### src/osc_ctrl_pkg.sv
// Constants, register map and types for the slow oscillator controller
// Notes on behaviour
// Writing zero to an interrupt enable clear bit leaves that enable as it was.
// Writing one to an interrupt enable clear bit clears that enable.
// An interrupt request is raised while a source has both its enable and its flag set.
// The three-bit start-up code selects 3, 4, 6, 10, 18, 34, 66 or 130 oscillator cycles.
// The ready flag sets only after the start-up count plus two more oscillator cycles.
// With request gated run set, the oscillator runs only while a peripheral requests it.
// With request gated run clear, an enabled oscillator runs regardless of requests.
// In standby with keep running in standby clear, the oscillator is stopped.
// In standby with keep running in standby set, the oscillator keeps its normal gating.
// The interrupt output stays live in sleep so that it can wake the device.
// Reading the interrupt enable clear register returns the current enables.
// The ready flag drops whenever the oscillator stops and start-up restarts on the next run.
package osc_ctrl_pkg;

    // ------------------------------------------------------------------
    // Register map
    // ------------------------------------------------------------------
    localparam logic [7:0] irq_enable_clear_off = 8'h00;
    localparam logic [7:0] irq_enable_set_off   = 8'h04;
    localparam logic [7:0] irq_flag_off         = 8'h08;
    localparam logic [7:0] slow_osc_control_off = 8'h0c;
    localparam logic [7:0] clock_source_status_off = 8'h10;

    // ------------------------------------------------------------------
    // Field positions
    // ------------------------------------------------------------------
    localparam int fast_osc_ready_bit   = 3;
    localparam int fll_ready_bit        = 4;
    localparam int fll_out_of_range_bit = 5;
    localparam int slow_osc_ready_bit   = 6;
    localparam int irq_src_num          = 4;
    localparam int osc_enable_bit       = 1;
    localparam int keep_standby_bit     = 6;
    localparam int req_gated_bit        = 7;
    localparam int count_sel_lsb        = 8;
    localparam int ready_status_bit     = 1;

    // ------------------------------------------------------------------
    // Reset values and counts
    // ------------------------------------------------------------------
    localparam logic [31:0] slow_osc_control_rst = 32'h0000_0000;
    localparam logic [7:0]  sync_delay_cycles    = 8'h02;
    localparam logic [7:0]  osc_div_default      = 8'h04;

    typedef struct packed {
        logic [7:0]  addr;
        logic        write;
        logic [31:0] wdata;
    } bus_req_t;

    typedef struct packed {
        logic       gated_run;
        logic       keep_standby;
        logic [2:0] count_sel;
        logic       enable;
    } osc_cfg_t;

    typedef enum logic [1:0] {
        osc_stopped,
        osc_starting,
        osc_syncing,
        osc_ready
    } osc_state_t;

endpackage

### src/slow_osc_ctrl.sv
// Slow oscillator controller with interrupt enables on an APB slave
//
// Implementation choices: the address map and the APB interface to the registers.
module slow_osc_ctrl #(
    parameter logic [7:0] osc_div = osc_ctrl_pkg::osc_div_default
) (
    // Clock and reset
    input  wire logic        mclk,
    input  wire logic        rst,
    // APB slave
    input  wire logic        psel,
    input  wire logic        penable,
    input  wire logic        pwrite,
    input  wire logic [7:0]  paddr,
    input  wire logic [31:0] pwdata,
    output logic      [31:0] prdata,
    output logic             pready,
    output logic             pslverr,
    // Event sources
    input  wire logic        fll_out_of_range_evt,
    input  wire logic        fll_ready_evt,
    input  wire logic        fast_osc_ready_evt,
    // Clock distribution and power state
    input  wire logic        periph_clk_req,
    input  wire logic        standby,
    output logic             slow_osc_run,
    output logic             slow_osc_tick,
    // Interrupt
    output logic             irq
);

    // ------------------------------------------------------------------
    // Bus decode
    // ------------------------------------------------------------------
    osc_ctrl_pkg::bus_req_t req;
    logic                   access;
    logic                   wr_en;
    logic                   mapped;
    logic [3:0]             irq_en_q;
    logic [3:0]             irq_flag_q;
    logic [3:0]             evt;
    osc_ctrl_pkg::osc_cfg_t cfg_q;
    osc_ctrl_pkg::osc_state_t state_q;
    logic [7:0]             cnt_q;
    logic [7:0]             div_q;
    logic                   tick;
    logic                   run_d;
    logic                   ready_flag;
    logic                   ready_q;

    function automatic logic hit(input logic [7:0] a, input logic [7:0] off);
        return a == off;
    endfunction

    function automatic logic [7:0] count_sel_a_len(input logic [2:0] sel);
        return 8'h01 + (8'h01 << sel) + 8'h01;
    endfunction

    // Control word to configuration fields
    function automatic osc_ctrl_pkg::osc_cfg_t unpack_cfg(input logic [31:0] w);
        osc_ctrl_pkg::osc_cfg_t c;
        c.gated_run    = w[osc_ctrl_pkg::req_gated_bit];
        c.keep_standby = w[osc_ctrl_pkg::keep_standby_bit];
        c.count_sel    = w[osc_ctrl_pkg::count_sel_lsb +: 3];
        c.enable       = w[osc_ctrl_pkg::osc_enable_bit];
        return c;
    endfunction

    assign req    = '{addr: paddr, write: pwrite, wdata: pwdata};
    assign access = psel && penable && !pready;
    assign wr_en  = access && req.write;
    assign mapped = hit(req.addr, osc_ctrl_pkg::irq_enable_clear_off)
                 || hit(req.addr, osc_ctrl_pkg::irq_enable_set_off)
                 || hit(req.addr, osc_ctrl_pkg::irq_flag_off)
                 || hit(req.addr, osc_ctrl_pkg::slow_osc_control_off)
                 || hit(req.addr, osc_ctrl_pkg::clock_source_status_off);

    // One wait state per access
    always_ff @(posedge mclk) begin
        if (rst) begin
            pready  <= 1'b0;
            pslverr <= 1'b0;
        end else begin
            pready  <= access;
            pslverr <= access && !mapped;
        end
    end

    // ------------------------------------------------------------------
    // Interrupt enables and flags
    // ------------------------------------------------------------------
    assign evt = {ready_flag && !ready_q, fll_out_of_range_evt, fll_ready_evt,
                  fast_osc_ready_evt};

    always_ff @(posedge mclk) begin
        if (rst) begin
            irq_en_q <= 4'h0;
        end else if (wr_en && hit(req.addr, osc_ctrl_pkg::irq_enable_clear_off)) begin
            irq_en_q <= irq_en_q & ~req.wdata[osc_ctrl_pkg::fast_osc_ready_bit +: 4];
        end else if (wr_en && hit(req.addr, osc_ctrl_pkg::irq_enable_set_off)) begin
            irq_en_q <= irq_en_q | req.wdata[osc_ctrl_pkg::fast_osc_ready_bit +: 4];
        end
    end

    // Set wins over a clear in the same cycle
    always_ff @(posedge mclk) begin
        if (rst) begin
            irq_flag_q <= 4'h0;
        end else if (wr_en && hit(req.addr, osc_ctrl_pkg::irq_flag_off)) begin
            irq_flag_q <= (irq_flag_q & ~req.wdata[osc_ctrl_pkg::fast_osc_ready_bit +: 4]) | evt;
        end else begin
            irq_flag_q <= irq_flag_q | evt;
        end
    end

    // Not gated by standby so it can wake the device
    always_ff @(posedge mclk) begin
        if (rst) begin
            irq <= 1'b0;
        end else begin
            irq <= |(irq_en_q & irq_flag_q);
        end
    end

    // ------------------------------------------------------------------
    // Oscillator configuration
    // ------------------------------------------------------------------
    always_ff @(posedge mclk) begin
        if (rst) begin
            cfg_q <= unpack_cfg(osc_ctrl_pkg::slow_osc_control_rst);
        end else if (wr_en && hit(req.addr, osc_ctrl_pkg::slow_osc_control_off)) begin
            cfg_q <= unpack_cfg(req.wdata);
        end
    end

    // Run decision
    always_comb begin
        run_d = cfg_q.enable && (!cfg_q.gated_run || periph_clk_req);
        if (standby && !cfg_q.keep_standby) begin
            run_d = 1'b0;
        end
    end

    always_ff @(posedge mclk) begin
        if (rst) begin
            slow_osc_run <= 1'b0;
        end else begin
            slow_osc_run <= run_d;
        end
    end

    // Oscillator cycle enable from divider
    assign tick = slow_osc_run && (div_q == 8'h00);

    always_ff @(posedge mclk) begin
        if (rst || !slow_osc_run) begin
            div_q <= 8'h00;
        end else if (div_q == osc_div - 8'h01) begin
            div_q <= 8'h00;
        end else begin
            div_q <= div_q + 8'h01;
        end
    end

    always_ff @(posedge mclk) begin
        if (rst) begin
            slow_osc_tick <= 1'b0;
        end else begin
            slow_osc_tick <= tick;
        end
    end

    // ------------------------------------------------------------------
    // Start-up and synchronisation
    // ------------------------------------------------------------------
    always_ff @(posedge mclk) begin
        if (rst || !run_d) begin
            state_q <= osc_ctrl_pkg::osc_stopped;
            cnt_q   <= 8'h00;
        end else begin
            case (state_q)
                osc_ctrl_pkg::osc_stopped: begin
                    state_q <= osc_ctrl_pkg::osc_starting;
                    cnt_q   <= count_sel_a_len(cfg_q.count_sel);
                end
                osc_ctrl_pkg::osc_starting: begin
                    if (tick) begin
                        if (cnt_q == 8'h01) begin
                            state_q <= osc_ctrl_pkg::osc_syncing;
                            cnt_q   <= osc_ctrl_pkg::sync_delay_cycles;
                        end else begin
                            cnt_q <= cnt_q - 8'h01;
                        end
                    end
                end
                osc_ctrl_pkg::osc_syncing: begin
                    if (tick) begin
                        if (cnt_q == 8'h01) begin
                            state_q <= osc_ctrl_pkg::osc_ready;
                        end
                        cnt_q <= cnt_q - 8'h01;
                    end
                end
                osc_ctrl_pkg::osc_ready: begin
                    state_q <= osc_ctrl_pkg::osc_ready;
                end
                default: begin
                    state_q <= osc_ctrl_pkg::osc_stopped;
                end
            endcase
        end
    end

    assign ready_flag = (state_q == osc_ctrl_pkg::osc_ready);

    always_ff @(posedge mclk) begin
        if (rst) begin
            ready_q <= 1'b0;
        end else begin
            ready_q <= ready_flag;
        end
    end

    // ------------------------------------------------------------------
    // Read data
    // ------------------------------------------------------------------
    always_ff @(posedge mclk) begin
        if (rst) begin
            prdata <= 32'h0000_0000;
        end else if (access && !req.write) begin
            prdata <= 32'h0000_0000;
            if (hit(req.addr, osc_ctrl_pkg::irq_enable_clear_off)
                || hit(req.addr, osc_ctrl_pkg::irq_enable_set_off)) begin
                prdata[osc_ctrl_pkg::fast_osc_ready_bit +: 4] <= irq_en_q;
            end else if (hit(req.addr, osc_ctrl_pkg::irq_flag_off)) begin
                prdata[osc_ctrl_pkg::fast_osc_ready_bit +: 4] <= irq_flag_q;
            end else if (hit(req.addr, osc_ctrl_pkg::slow_osc_control_off)) begin
                prdata[osc_ctrl_pkg::req_gated_bit]       <= cfg_q.gated_run;
                prdata[osc_ctrl_pkg::keep_standby_bit]    <= cfg_q.keep_standby;
                prdata[osc_ctrl_pkg::count_sel_lsb +: 3]  <= cfg_q.count_sel;
                prdata[osc_ctrl_pkg::osc_enable_bit]      <= cfg_q.enable;
            end else if (hit(req.addr, osc_ctrl_pkg::clock_source_status_off)) begin
                prdata[osc_ctrl_pkg::ready_status_bit]    <= ready_q;
            end
        end
    end

endmodule // slow_osc_ctrl

### config.mk
export PLATFORM = sky130hd
export DESIGN_NAME = slow_osc_ctrl
export DESIGN_NICKNAME = d
export VERILOG_FILES = /design/src/osc_ctrl_pkg.sv /design/src/slow_osc_ctrl.sv
export SDC_FILE = /design/constraint.sdc
export NUM_CORES = 1
export LEC_CHECK = 0
export BUFFER_PORTS_ARGS = -buffer_cell sky130_fd_sc_hd__buf_4
export CAP_MARGIN = 20
export CORE_UTILIZATION = 45
export DETAILED_ROUTE_END_ITERATION = 6
export HOLD_SLACK_MARGIN = 0.15
export PLACE_DENSITY = 0.76
export SLEW_MARGIN = 10
export SYNTH_ARGS = -nofsm -noshare
export SYNTH_HDL_FRONTEND = slang
export SYNTH_SLANG_ARGS = --single-unit
### constraint.sdc
create_clock -name mclk -period 1.9 [get_ports mclk]
set_clock_uncertainty 0.2 [all_clocks]
set_input_delay 0.475 -clock mclk [delete_from_list [all_inputs] [get_ports mclk]]
set_output_delay 0.475 -clock mclk [all_outputs]
set_load 0.05 [all_outputs]
==> results of run 1 <==
flip-flops by register name, indices dropped and copies added (netlist names), named ones only:
| register | cells |
|---|---|
| cfg_q | 6 |
| div_q | 8 |
| prdata | 9 |
| slow_osc_run | 1 |
| cnt_q | 8 |
| ready_q | 1 |
| irq_flag_q | 4 |
| pslverr | 1 |
| pready | 1 |
| irq | 1 |
| slow_osc_tick | 1 |
| state_q | 2 |
power breakdown:
group	switching [mW]	internal [mW]	total, mW
clock network	0.332	0.426	0.758
registers	0.00453	0.989	0.993
logic	0.152	0.0612	0.213
total	0.488	1.48	1.96
kinds of logic (layout without fill, tap and decap cells):
logic type | count (synthesis) | after routing | share of synthesized area
AOI/OAI and AO/OA | 58 | 58 | 0.146
xor gates and xnor gates | 6 | 6 | 0.0211
adders and majority gates | 10 | 10 | 0.0502
buffers and inverters | 49 | 94 | 0.108
DFF | 47 | 47 | 0.378
muxes | 11 | 11 | 0.0442
other | 1 | 23 | 0.00150
and+or+nand+nor | 118 | 118 | 0.252
worst max path at each step:
| stage | startpoint | end | slack (ps) | cells after the start |
|---|---|---|---|---|
| after floorplan | paddr[1] | cfg_q[1] | -100 | 5 |
| after global placement | paddr[1] | cfg_q[2] | -290 | 6 |
| after detailed placement | paddr[1] | cfg_q[2] | -340 | 6 |
| after CTS | cnt_q[1] | state_q[0] | 10 | 8 |
| after global routing | paddr[1] | register | -20 | 6 |
| final | paddr[1] | register | 40 | 6 |
per-layer routing:
metal	up-vias	routed length [um]
li1	1124	-
met1	1019	2480
met2	64	2710
met3	6	314
met4	0	55
met5	-	0
cell type report:
class | count | area, um2
clock buffer | 6 | 82.6
clock inverter | 2 | 35.0
fill | 463 | 2020
inverter | 18 | 67.6
multi-input combinational | 226 | 1450
sequential | 47 | 947
tap | 70 | 87.6
timing repair buffer | 68 | 518
cells in the final DEF, fill, tap and decap left out, drive strengths merged, types with 3 or more instances in the layout:
master and instances:
o22ai 4, nor3 7, nor4 5, a21oi 18, nand3b 3, a311oi 4, a31oi 3, a22oi 10
nor2 33, buf 68, clkbuf 6, nor2b 7, conb 23, dfxtp 47, nand2 28, ha 10
nand2b 9, o21ai 12, nand3 10, mux2i 11, xor2 5, inv 18
per-stage QoR:
stage / TNS, ps / hold slack [ps]
final: 0 / 174
after global routing: -113 / 161
after CTS: 0 / 162
after detailed placement: -4830 / 248
after global placement: -4250 / 242
after floorplan: -942 / 249
timing repair:
item,CTS,global route
gates resized for setup,7,11
pin swaps,0,2
buffers inserted,0,1
endpoints found under the setup margin,6,12
==> out/results.tsv, run 1 <==
stage	metric	value	unit
run_status	status	completed	
worst_setup_path	cp_slowest_cell	or4_4	
routing	postRouteAntennaNets	0	
timing	setup_viol	0	
die	io-pin-count	87	
finish	syn_to_final_growth	27.9	%
die	dieArea	0.00584	mm2
power_and_ir_drop	power	1.96	mW
worst_setup_path	cp_top_family	simple AND/OR/NAND/NOR gates	
worst_setup_path	r2r-start	state_q[1]	
finish	utilization	0.612	
clocking	ctsLongestPathBuffers	2	
power_and_ir_drop	cellLeakagePower	1.39	nW
clocking	clock-sinks	47	
power_and_ir_drop	pwr_density_cell	616	mW/mm2
finish	stdcell_area	0.00319	mm2
logic_synthesis	yosys_register_bits	47	
clocking	cts_tree	built	
placement	io_buffers	40	
logic_synthesis	ys_types	43	
timing	period_needed	1860	ps
logic_synthesis	async_flop_share	0	
logic_synthesis	synth-edff-count	0	
global_routing	globalRouteMet2Util	0.316	
die	dieWidth	76.4	um
worst_setup_path	reg2reg_to	cnt_q[5]	
routing	drc	0	
logic_synthesis	netlist_top_cells_count	47 x dfxtp_1, 33 x nor2_1, 28 x nand2_1	
global_routing	grt_max_degree	17	
logic_synthesis	synth_ff_type	dfxtp_1	
placement	routabilityCongestion	0.875	
worst_setup_path	r2r_slack	80	ps
logic_synthesis	ys_warn_count	0	
clocking	clk_root_buffer_cell	clkbuf_8	
die	row_count	26	
worst_setup_path	worstSetupEndpointType	register	
global_routing	track_usage	0.189	
hold_path	min_path_cells	2	
routing	firstDrtPassIters	5	
worst_setup_path	critical_path.max_stage_delay	540	ps
routing	drt_iter0_markers	111	
finish	drive_above_1_share	0.267	
logic_synthesis	synth-seq-area-share	0.378	
power_and_ir_drop	ir_drop	0.304	mV
global_routing	grt_overflow	0	
placement	dp_slack	-338	ps
worst_setup_path	crit_required	1890	ps
worst_setup_path	path_buf_inv	1	
placement	placed_cells_incl_taps	428	
clocking	clk_pin_slew_worst_paths	80	ps
global_routing	met3_usage	0.0479	
placement	dp_hpwl	4220	um
placement	place_area	0.00299	mm2
finish	antenna_cells	0	
worst_setup_path	critPathLaunchType	input port	
worst_setup_path	path_cells	buf_6 -> or4_4 -> nor3_4 -> nor3b_4 -> nand2_1 -> mux2i_1	
timing	slew_violations	0	
global_routing	grt_antenna_before_repair	0	
logic_synthesis	synth.cell_area	0.00249	mm2
die	initial_core_util	0.479	
worst_setup_path	arrival	1840	ps
logic_synthesis	synth_most_common_cell	dfxtp_1	
finish	fin_cells	437	
timing	min_period_over_period	0.977	
timing	finalWorstSetupSlack	43.7	ps
routing	vias	2213	
worst_setup_path	crit_type	input port to register	
die	coreArea	0.00520	mm2
timing	rsz0062_at_grt	yes	
worst_setup_path	path_max_fanout	4	
timing	fmax	539	MHz
routing	vias_per_cell	5.06	
die	chipHeight	76.4	um
clocking	hold_buffers	0	
worst_setup_path	reg2regPathDepth	7	
global_routing	grt_pass1_vias	2034	
hold_path	worstHoldEndpoint	irq_flag_q[1]	
clocking	cts_buffers	5	
logic_synthesis	synth_top_area_frac	0.378	
routing	routed_wl	5570	um
global_routing	busiest_layer	met2	
timing	hold_viol	0	
clocking	clk_latency	300	ps
global_routing	use_met1	0.235	
logic_synthesis	synthTopCellsByArea	dfxtp_1 38%, buf_4 6.9%, ha_1 5.0%	
logic_synthesis	synth_top_area_cell	dfxtp_1	
logic_synthesis	synthCells	300	
finish	nets	426	
routing	post_drt_wl_per_cell	12.7	um
logic_synthesis	syn_avg_cell_area	8.31	um2
hold_path	min-delay-start	pwdata[4]	
flow_run	drv_cap	0	
clocking	cts.htree.levels	2	
global_routing	grt_pass1_wl	9040	um
hold_path	hold_class	input port to register	
(Power assumes the default switching activity.)
==> inputs of run 2 (changes only) <==
- CAP_MARGIN: 20 -> 5
- PLACE_DENSITY: 0.76 -> 0.74
==> run 2 against run 1 <==
Compared with the run above: global-route usage is 1.0 points higher; count of clock-buffer cells in the layout shrank 1; largest power group unchanged; cell area rose by 0.67%; sequential share of layout area is 0.12 points lower.
==> out/results.tsv, run 2 (synthesis results as in run 1) <==
stage	metric	value	unit	change
run_status	status	completed		
global_routing	grt_antenna_before_repair	0		unchanged
worst_setup_path	worstSetupEndpointType	register		
finish	largest_register_ffs	9		unchanged
routing	wl_met2	2660	um	-1.8%
power_and_ir_drop	ir_drop	0.372	mV	+22%
clocking	clock-sinks	47		unchanged
finish	stdcell_area	0.00321	mm2	+0.67%
placement	dp_hpwl	4210	um	-0.11%
timing	finalSetupTns	0	ps	unchanged
power_and_ir_drop	cellLeakagePower	1.40	nW	+0.67%
worst_setup_path	arrival	1850	ps	about the same
routing	dr_wl_met3	336	um	+7.0%
timing	min_period_over_period	0.974		-0.00272
power_and_ir_drop	power	1.81	mW	-7.8%
placement	placed_cells_incl_taps	431		+0.70%
routing	post_drt_wl_per_cell	12.9	um	+1.6%
routing	vias_per_cell	5.15		+1.6%
die	io-pin-count	87		unchanged
clocking	cts_buffers	5		unchanged
finish	top_register	prdata		
finish	drive_above_1_share	0.285		+0.0179
worst_setup_path	cp_slowest_cell	dfxtp_2		
power_and_ir_drop	seq_power_share	0.548		+0.042
finish	utilization	0.616		+0.00409
worst_setup_path	reg2reg_to	cnt_q[2]		
hold_path	min-delay-start	pwdata[5]		
power_and_ir_drop	intPower	1.31	mW	-12%
placement	routabilityCongestion	0.960		+9.7%
hold_path	worstHoldEndpoint	irq_flag_q[2]		
worst_setup_path	worst_path_most_repeated_cell	buf_4		
worst_setup_path	path_max_fanout	4		unchanged
worst_setup_path	crit_required	1890	ps	about the same
routing	firstDrtPassIters	4		-1
worst_setup_path	path_buf_inv	3		+2
timing	slew_violations	0		unchanged
global_routing	grt_pass1_vias	2052		+0.88%
clocking	ctsLongestPathBuffers	2		unchanged
hold_path	hold_class	input port to register		
clocking	clk_root_buffer_cell	clkbuf_8		
timing	period_needed	1850	ps	-5.17 ps
placement	io_buffers	40		unchanged
worst_setup_path	critical_path.max_stage_delay	350	ps	-190 ps
hold_path	min_path_cells	2		unchanged
global_routing	grt_max_degree	30		+13
clocking	clk_pin_slew_worst_paths	90	ps	about the same
worst_setup_path	critPathLaunchType	register		
clocking	cts_tree	built		
finish	multi_input_area	0.00145	mm2	+0.26%
die	row_count	26		unchanged
clocking	clk_latency	300	ps	about the same
finish	layout_common_cells	69 x buf_4, 42 x dfxtp_1, 32 x nor2_1		
clocking	hold_buffers	0		unchanged
timing	rsz0062_at_grt	yes		
flow_run	drv_cap	0		unchanged
finish	nets	431		+1.2%
finish	fill_cells	459		-0.86%
power_and_ir_drop	switchingPower	505	uW	+3.6%
worst_setup_path	r2r-start	state_q[0]		
die	coreArea	0.00520	mm2	unchanged
placement	place_area	0.00301	mm2	+0.75%
global_routing	grt_overflow	0		unchanged
die	chipHeight	76.4	um	unchanged
power_and_ir_drop	power.share.switching	0.279		+0.0306
routing	wl_met1	2620	um	+5.4%
worst_setup_path	reg2regPathDepth	9		+2
clocking	cts.htree.levels	2		unchanged
die	initial_core_util	0.479		unchanged
finish	fin_cells	442		+1.1%
die	dieArea	0.00584	mm2	unchanged
power_and_ir_drop	pwr_density_cell	565	mW/mm2	-8.4%
worst_setup_path	cp_top_family	buffers and inverters		
worst_setup_path	r2r_slack	50	ps	-30 ps
worst_setup_path	crit_type	register to register		
power_and_ir_drop	pwr-share-comb	0.117		+0.009
routing	drc	0		unchanged
global_routing	track_usage	0.199		+0.00996
timing	hold_viol	0		unchanged
routing	drt_iter0_markers	135		+22%
finish	antenna_cells	0		unchanged
routing	vias	2275		+2.8%
die	dieWidth	76.4	um	unchanged
worst_setup_path	path_cells	inv_1 -> ha_1 -> buf_4 -> nor2_1 -> a31oi_2 -> buf_4 -> nor2b_1 -> o21ai_1 -> a21oi_1		
finish	syn_to_final_growth	28.7	%	
routing	postRouteAntennaNets	0		unchanged
routing	top_layer_used	met4		
timing	setup_viol	0		unchanged
routing	routed_wl	5720	um	+2.8%
power_and_ir_drop	clockPowerShare	0.335		-0.051
timing	fmax	540	MHz	+0.28%
finish	top_regs	prdata x9, cnt_q x8, div_q x8		
global_routing	grt_pass1_wl	9410	um	+4.1%
finish	ff_latch_area	950	um2	+0.26%
finish	final_common_cell	buf_4		
-- run 2: cell count changes in the layout (fill, tap and decap cells not counted), sizes merged --
| cell | change |
|---|---|
| clkinvlp | +1 |
| inv | +1 |
| buf | +5 |
| clkbuf | -1 |
| bufinv | -1 |
-- run 2: worst max path at each step --
stage | start | endpoint | depth (start not counted)
2_1_floorplan | paddr[1] | cfg_q[1] | 5
3_3_place_gp | paddr[1] | register | 6
3_5_place_dp | paddr[1] | register | 6
4_1_cts | paddr[6] | register | 6
5_1_grt | paddr[7] | register | 6
6_report | state_q[0] | cnt_q[2] | 9
-- run 2: what timing repair did --
action / 4_1_cts / 5_1_grt
setup buffers: 2 / 1
gates cloned: 0 / 0
resized for setup: 10 / 14
pin swaps: 3 / 8
endpoints found under the setup margin: 8 / 18
-- run 2: layout make-up --
cell class / instances / share of cell area
Tap cell: 70 / 0.0273
Timing Repair Buffer: 73 / 0.176
Multi-Input combinational cell: 226 / 0.453
Clock buffer: 5 / 0.0215
Sequential cell: 47 / 0.296
Inverter: 18 / 0.0211
Clock inverter: 3 / 0.00585
-- run 2: metal layers --
layer,GRT usage,vias up
li1,-,1134
met1,0.256,1049
met2,0.318,80
met3,0.0443,12
met4,0.0885,0
met5,0,-
-- run 2: metrics by stage --
stage	worst slack [ps]	hold WS, ps
after floorplan	-100	249
after global placement	-320	248
after detailed placement	-323	247
after CTS	-1.38	153
after global routing	-33.1	157
final	48.9	165
-- run 2: power groups by stage --
stage          clock, mW  sequential [mW]  combinational (mW)
2_1_floorplan          0             1.02               0.172
3_3_place_gp           0             1.02               0.205
3_5_place_dp           0             1.02               0.208
4_1_cts            0.632            0.994               0.210
5_1_grt            0.680            0.995               0.222
6_report           0.607            0.993               0.211
==> inputs of run 3 (changes only) <==
- ABC_AREA: default -> 1
- CORE_UTILIZATION: 45 -> 46
==> run 3 against run 2 <==
Compared with the run above: power increased by 9.7%; critical path type unchanged; cell count grew 18%; global-route usage increased by 0.066 points; setup slack gained 170 ps.
==> out/results.tsv, run 3 <==
stage	metric	value	unit	change
logic_synthesis	synth.cell_area	0.00273	mm2	+9.5%
finish	syn_to_final_growth	15.4	%	
worst_setup_path	r2r-start	cfg_q[2]		
routing	wl_met2	2680	um	+0.41%
clocking	clk_latency	300	ps	about the same
placement	io_buffers	40		unchanged
logic_synthesis	yosys_register_bits	47		unchanged
routing	vias	2508		+10%
clocking	postCtsSetupRepairBufs	0		-2
timing	min_period_over_period	0.883		-0.0916
worst_setup_path	arrival	1690	ps	-160 ps
logic_synthesis	synth_top_area_cell	dfxtp_1		
hold_path	worstHoldEndpoint	cfg_q[3]		
power_and_ir_drop	ir_drop	0.412	mV	+11%
worst_setup_path	cp_slowest_cell	dfxtp_1		
clocking	cts_tree	built		
die	row_count	27		+3.8%
worst_setup_path	crit_type	register to register		
routing	vias_per_cell	4.80		-6.7%
routing	top_layer_used	met4		
global_routing	grt_pass1_wl	10000	um	+6.5%
routing	drc	0		unchanged
worst_setup_path	reg2reg_to	cnt_q[3]		
routing	postRouteAntennaNets	0		unchanged
routing	firstDrtPassIters	4		unchanged
logic_synthesis	synthCells	405		+35%
logic_synthesis	synth-edff-count	0		unchanged
power_and_ir_drop	cellLeakagePower	1.57	nW	+12%
power_and_ir_drop	power	1.99	mW	+9.7%
logic_synthesis	synth_ff_type	dfxtp_1		
worst_setup_path	critPathLaunchType	register		
finish	final_common_cell	nor2_1		
worst_setup_path	path_cells	inv_1 -> nand2_1 -> nor2_1 -> ha_1 -> o21bai_1 -> nand3_1 -> nand3_1 -> nor2_1 -> nor2_1		
clocking	clk_root_buffer_cell	clkbuf_8		
die	dieArea	0.00625	mm2	+7.0%
routing	wl_met1	2630	um	+0.61%
global_routing	grt_max_degree	20		-33%
global_routing	grt_antenna_before_repair	0		unchanged
finish	drive_above_1_share	0.176		-0.109
finish	antenna_cells	0		unchanged
timing	rsz0062_at_grt	no		
die	io-pin-count	87		unchanged
finish	multi_input_area	0.00144	mm2	-1.2%
worst_setup_path	cp_top_family	flip-flops		
clocking	hold_buffers	0		unchanged
worst_setup_path	critical_path.max_stage_delay	460	ps	+110 ps
logic_synthesis	synth_most_common_cell	nor2_1		
finish	largest_register_ffs	9		unchanged
finish	layout_common_cells	76 x nor2_1, 67 x nand2_1, 55 x inv_1		
clocking	clk_pin_slew_worst_paths	90	ps	about the same
finish	fill_cells	567		+24%
timing	slew_violations	0		unchanged
hold_path	min-delay-start	pwdata[10]		
worst_setup_path	path_max_fanout	7		+3
clocking	clock-sinks	47		unchanged
worst_setup_path	r2r_slack	220	ps	+170 ps
worst_setup_path	path_buf_inv	1		-2
placement	dp_hpwl	4380	um	+4.1%
timing	hold_viol	0		unchanged
hold_path	hold_class	input port to register		
logic_synthesis	async_flop_share	0		unchanged
finish	nets	509		+18%
worst_setup_path	crit_required	1910	ps	+20 ps
run_status	status	completed		
clocking	ctsLongestPathBuffers	2		unchanged
logic_synthesis	synth_top_area_frac	0.345		-0.0329
timing	finalWorstSetupSlack	223	ps	+174 ps
routing	routed_wl	5630	um	-1.6%
logic_synthesis	ys_warn_count	0		unchanged
logic_synthesis	netlist_top_cells_count	78 x nor2_1, 67 x nand2_1, 55 x inv_1		
die	coreArea	0.00561	mm2	+7.7%
logic_synthesis	synthTopCellsByArea	dfxtp_1 34%, nor2_1 11%, nand2_1 9.2%		
die	initial_core_util	0.487		+0.00799
global_routing	grt_overflow	0		unchanged
timing	finalSetupTns	0	ps	unchanged
clocking	cts_resized	0		-10
timing	setup_viol	0		unchanged
finish	ff_latch_area	943	um2	-0.66%
clocking	cts_buffers	5		unchanged
logic_synthesis	synth-seq-area-share	0.345		-0.0329
clocking	cts.htree.levels	2		unchanged
logic_synthesis	ys_types	33		-23%
die	chipHeight	79.0	um	+3.4%
finish	top_register	prdata		
placement	routabilityCongestion	0.843		-12%
global_routing	grt_pass1_vias	2375		+16%
routing	post_drt_wl_per_cell	10.8	um	-17%
worst_setup_path	reg2regPathDepth	9		unchanged
worst_setup_path	worst_path_most_repeated_cell	nor2_1		
routing	drt_iter0_markers	99		-27%
power_and_ir_drop	pwr_density_cell	631	mW/mm2	+12%
finish	top_regs	prdata x9, cnt_q x8, div_q x8		
die	dieWidth	79.0	um	+3.4%
placement	dp_slack	114	ps	+437 ps
global_routing	track_usage	0.200		+0.000661
logic_synthesis	syn_avg_cell_area	6.74	um2	-19%
timing	period_needed	1680	ps	-174 ps
hold_path	min_path_cells	3		+1
worst_setup_path	worstSetupEndpointType	register		
routing	dr_wl_met3	261	um	-22%
flow_run	drv_cap	0		unchanged
timing	fmax	596	MHz	+10%
==> run 3: cell types whose count changed in the layout (fill, tap and decap cells not counted), sizes merged, moves of 5 or more <==
cell    delta
nor4       -5
mux2i     -11
nor2      +50
nor2b      -7
nand2     +48
o21ai     +14
inv       +42
nand2b     -9
a22oi     -10
nand3     +23
buf       -28
==> run 3: tightest hold or removal path: cells and delay by family <==
| family | cells | cell delay (ps) |
|---|---|---|
| AND/OR/NAND/NOR | 2 | 110 |
| buffers and inverters | 1 | 80 |
==> run 3: cell type report <==
type / count / share of cell area
Multi-Input combinational cell: 289 / 0.455
Inverter: 61 / 0.0726
Sequential cell: 47 / 0.299
Clock inverter: 3 / 0.0151
Clock buffer: 5 / 0.0218
Timing Repair Buffer: 45 / 0.107
Tap cell: 72 / 0.0286
==> run 3: worst max-delay path by stage <==
stage,start,to,slack [ps],cells past startpoint
6_report,cfg_q[2],cnt_q[3],220,9
5_1_grt,state_q[0],cnt_q[0],20,9
4_1_cts,state_q[0],cnt_q[3],160,9
3_5_place_dp,paddr[7],cfg_q[5],110,9
3_3_place_gp,paddr[7],cfg_q[5],150,9
2_1_floorplan,slow_osc_run,cnt_q[0],270,8
==> run 3: cells by family (layout without fill, tap and decap cells) <==
family,Yosys count,in the layout,synth area share
other,1,23,0.00137
buffers and inverters,91,114,0.164
adder cells (fa/ha/maj),10,10,0.0458
AND/OR/NAND/NOR,204,204,0.332
flip-flops,47,47,0.345
XOR/XNOR,8,8,0.0257
AO/OA/AOI/OAI,44,44,0.0866
==> run 3: per-stage QoR <==
step	hold slack [ps]	util	instances	cell area, um2
after floorplan	230	-	427	2810
final	195	0.562	522	3150
after global placement	246	0.539	514	3020
after detailed placement	260	0.539	514	3020
after global routing	215	0.562	522	3150
after CTS	197	0.560	522	3140
==> run 3: layer usage <==
| layer | vias to the layer above | global-route usage |
|---|---|---|
| li1 | 1302 | - |
| met1 | 1137 | 0.252 |
| met2 | 63 | 0.346 |
| met3 | 6 | 0.0345 |
| met4 | 0 | 0.0600 |
| met5 | - | 0 |
==> run 3: power breakdown <==
group	switching (mW)	leakage [nW]	internal (mW)
Clock	0.357	0.0587	0.399
Sequential	0.00541	0.381	0.994
Combinational	0.174	1.13	0.0583
Total	0.536	1.57	1.45
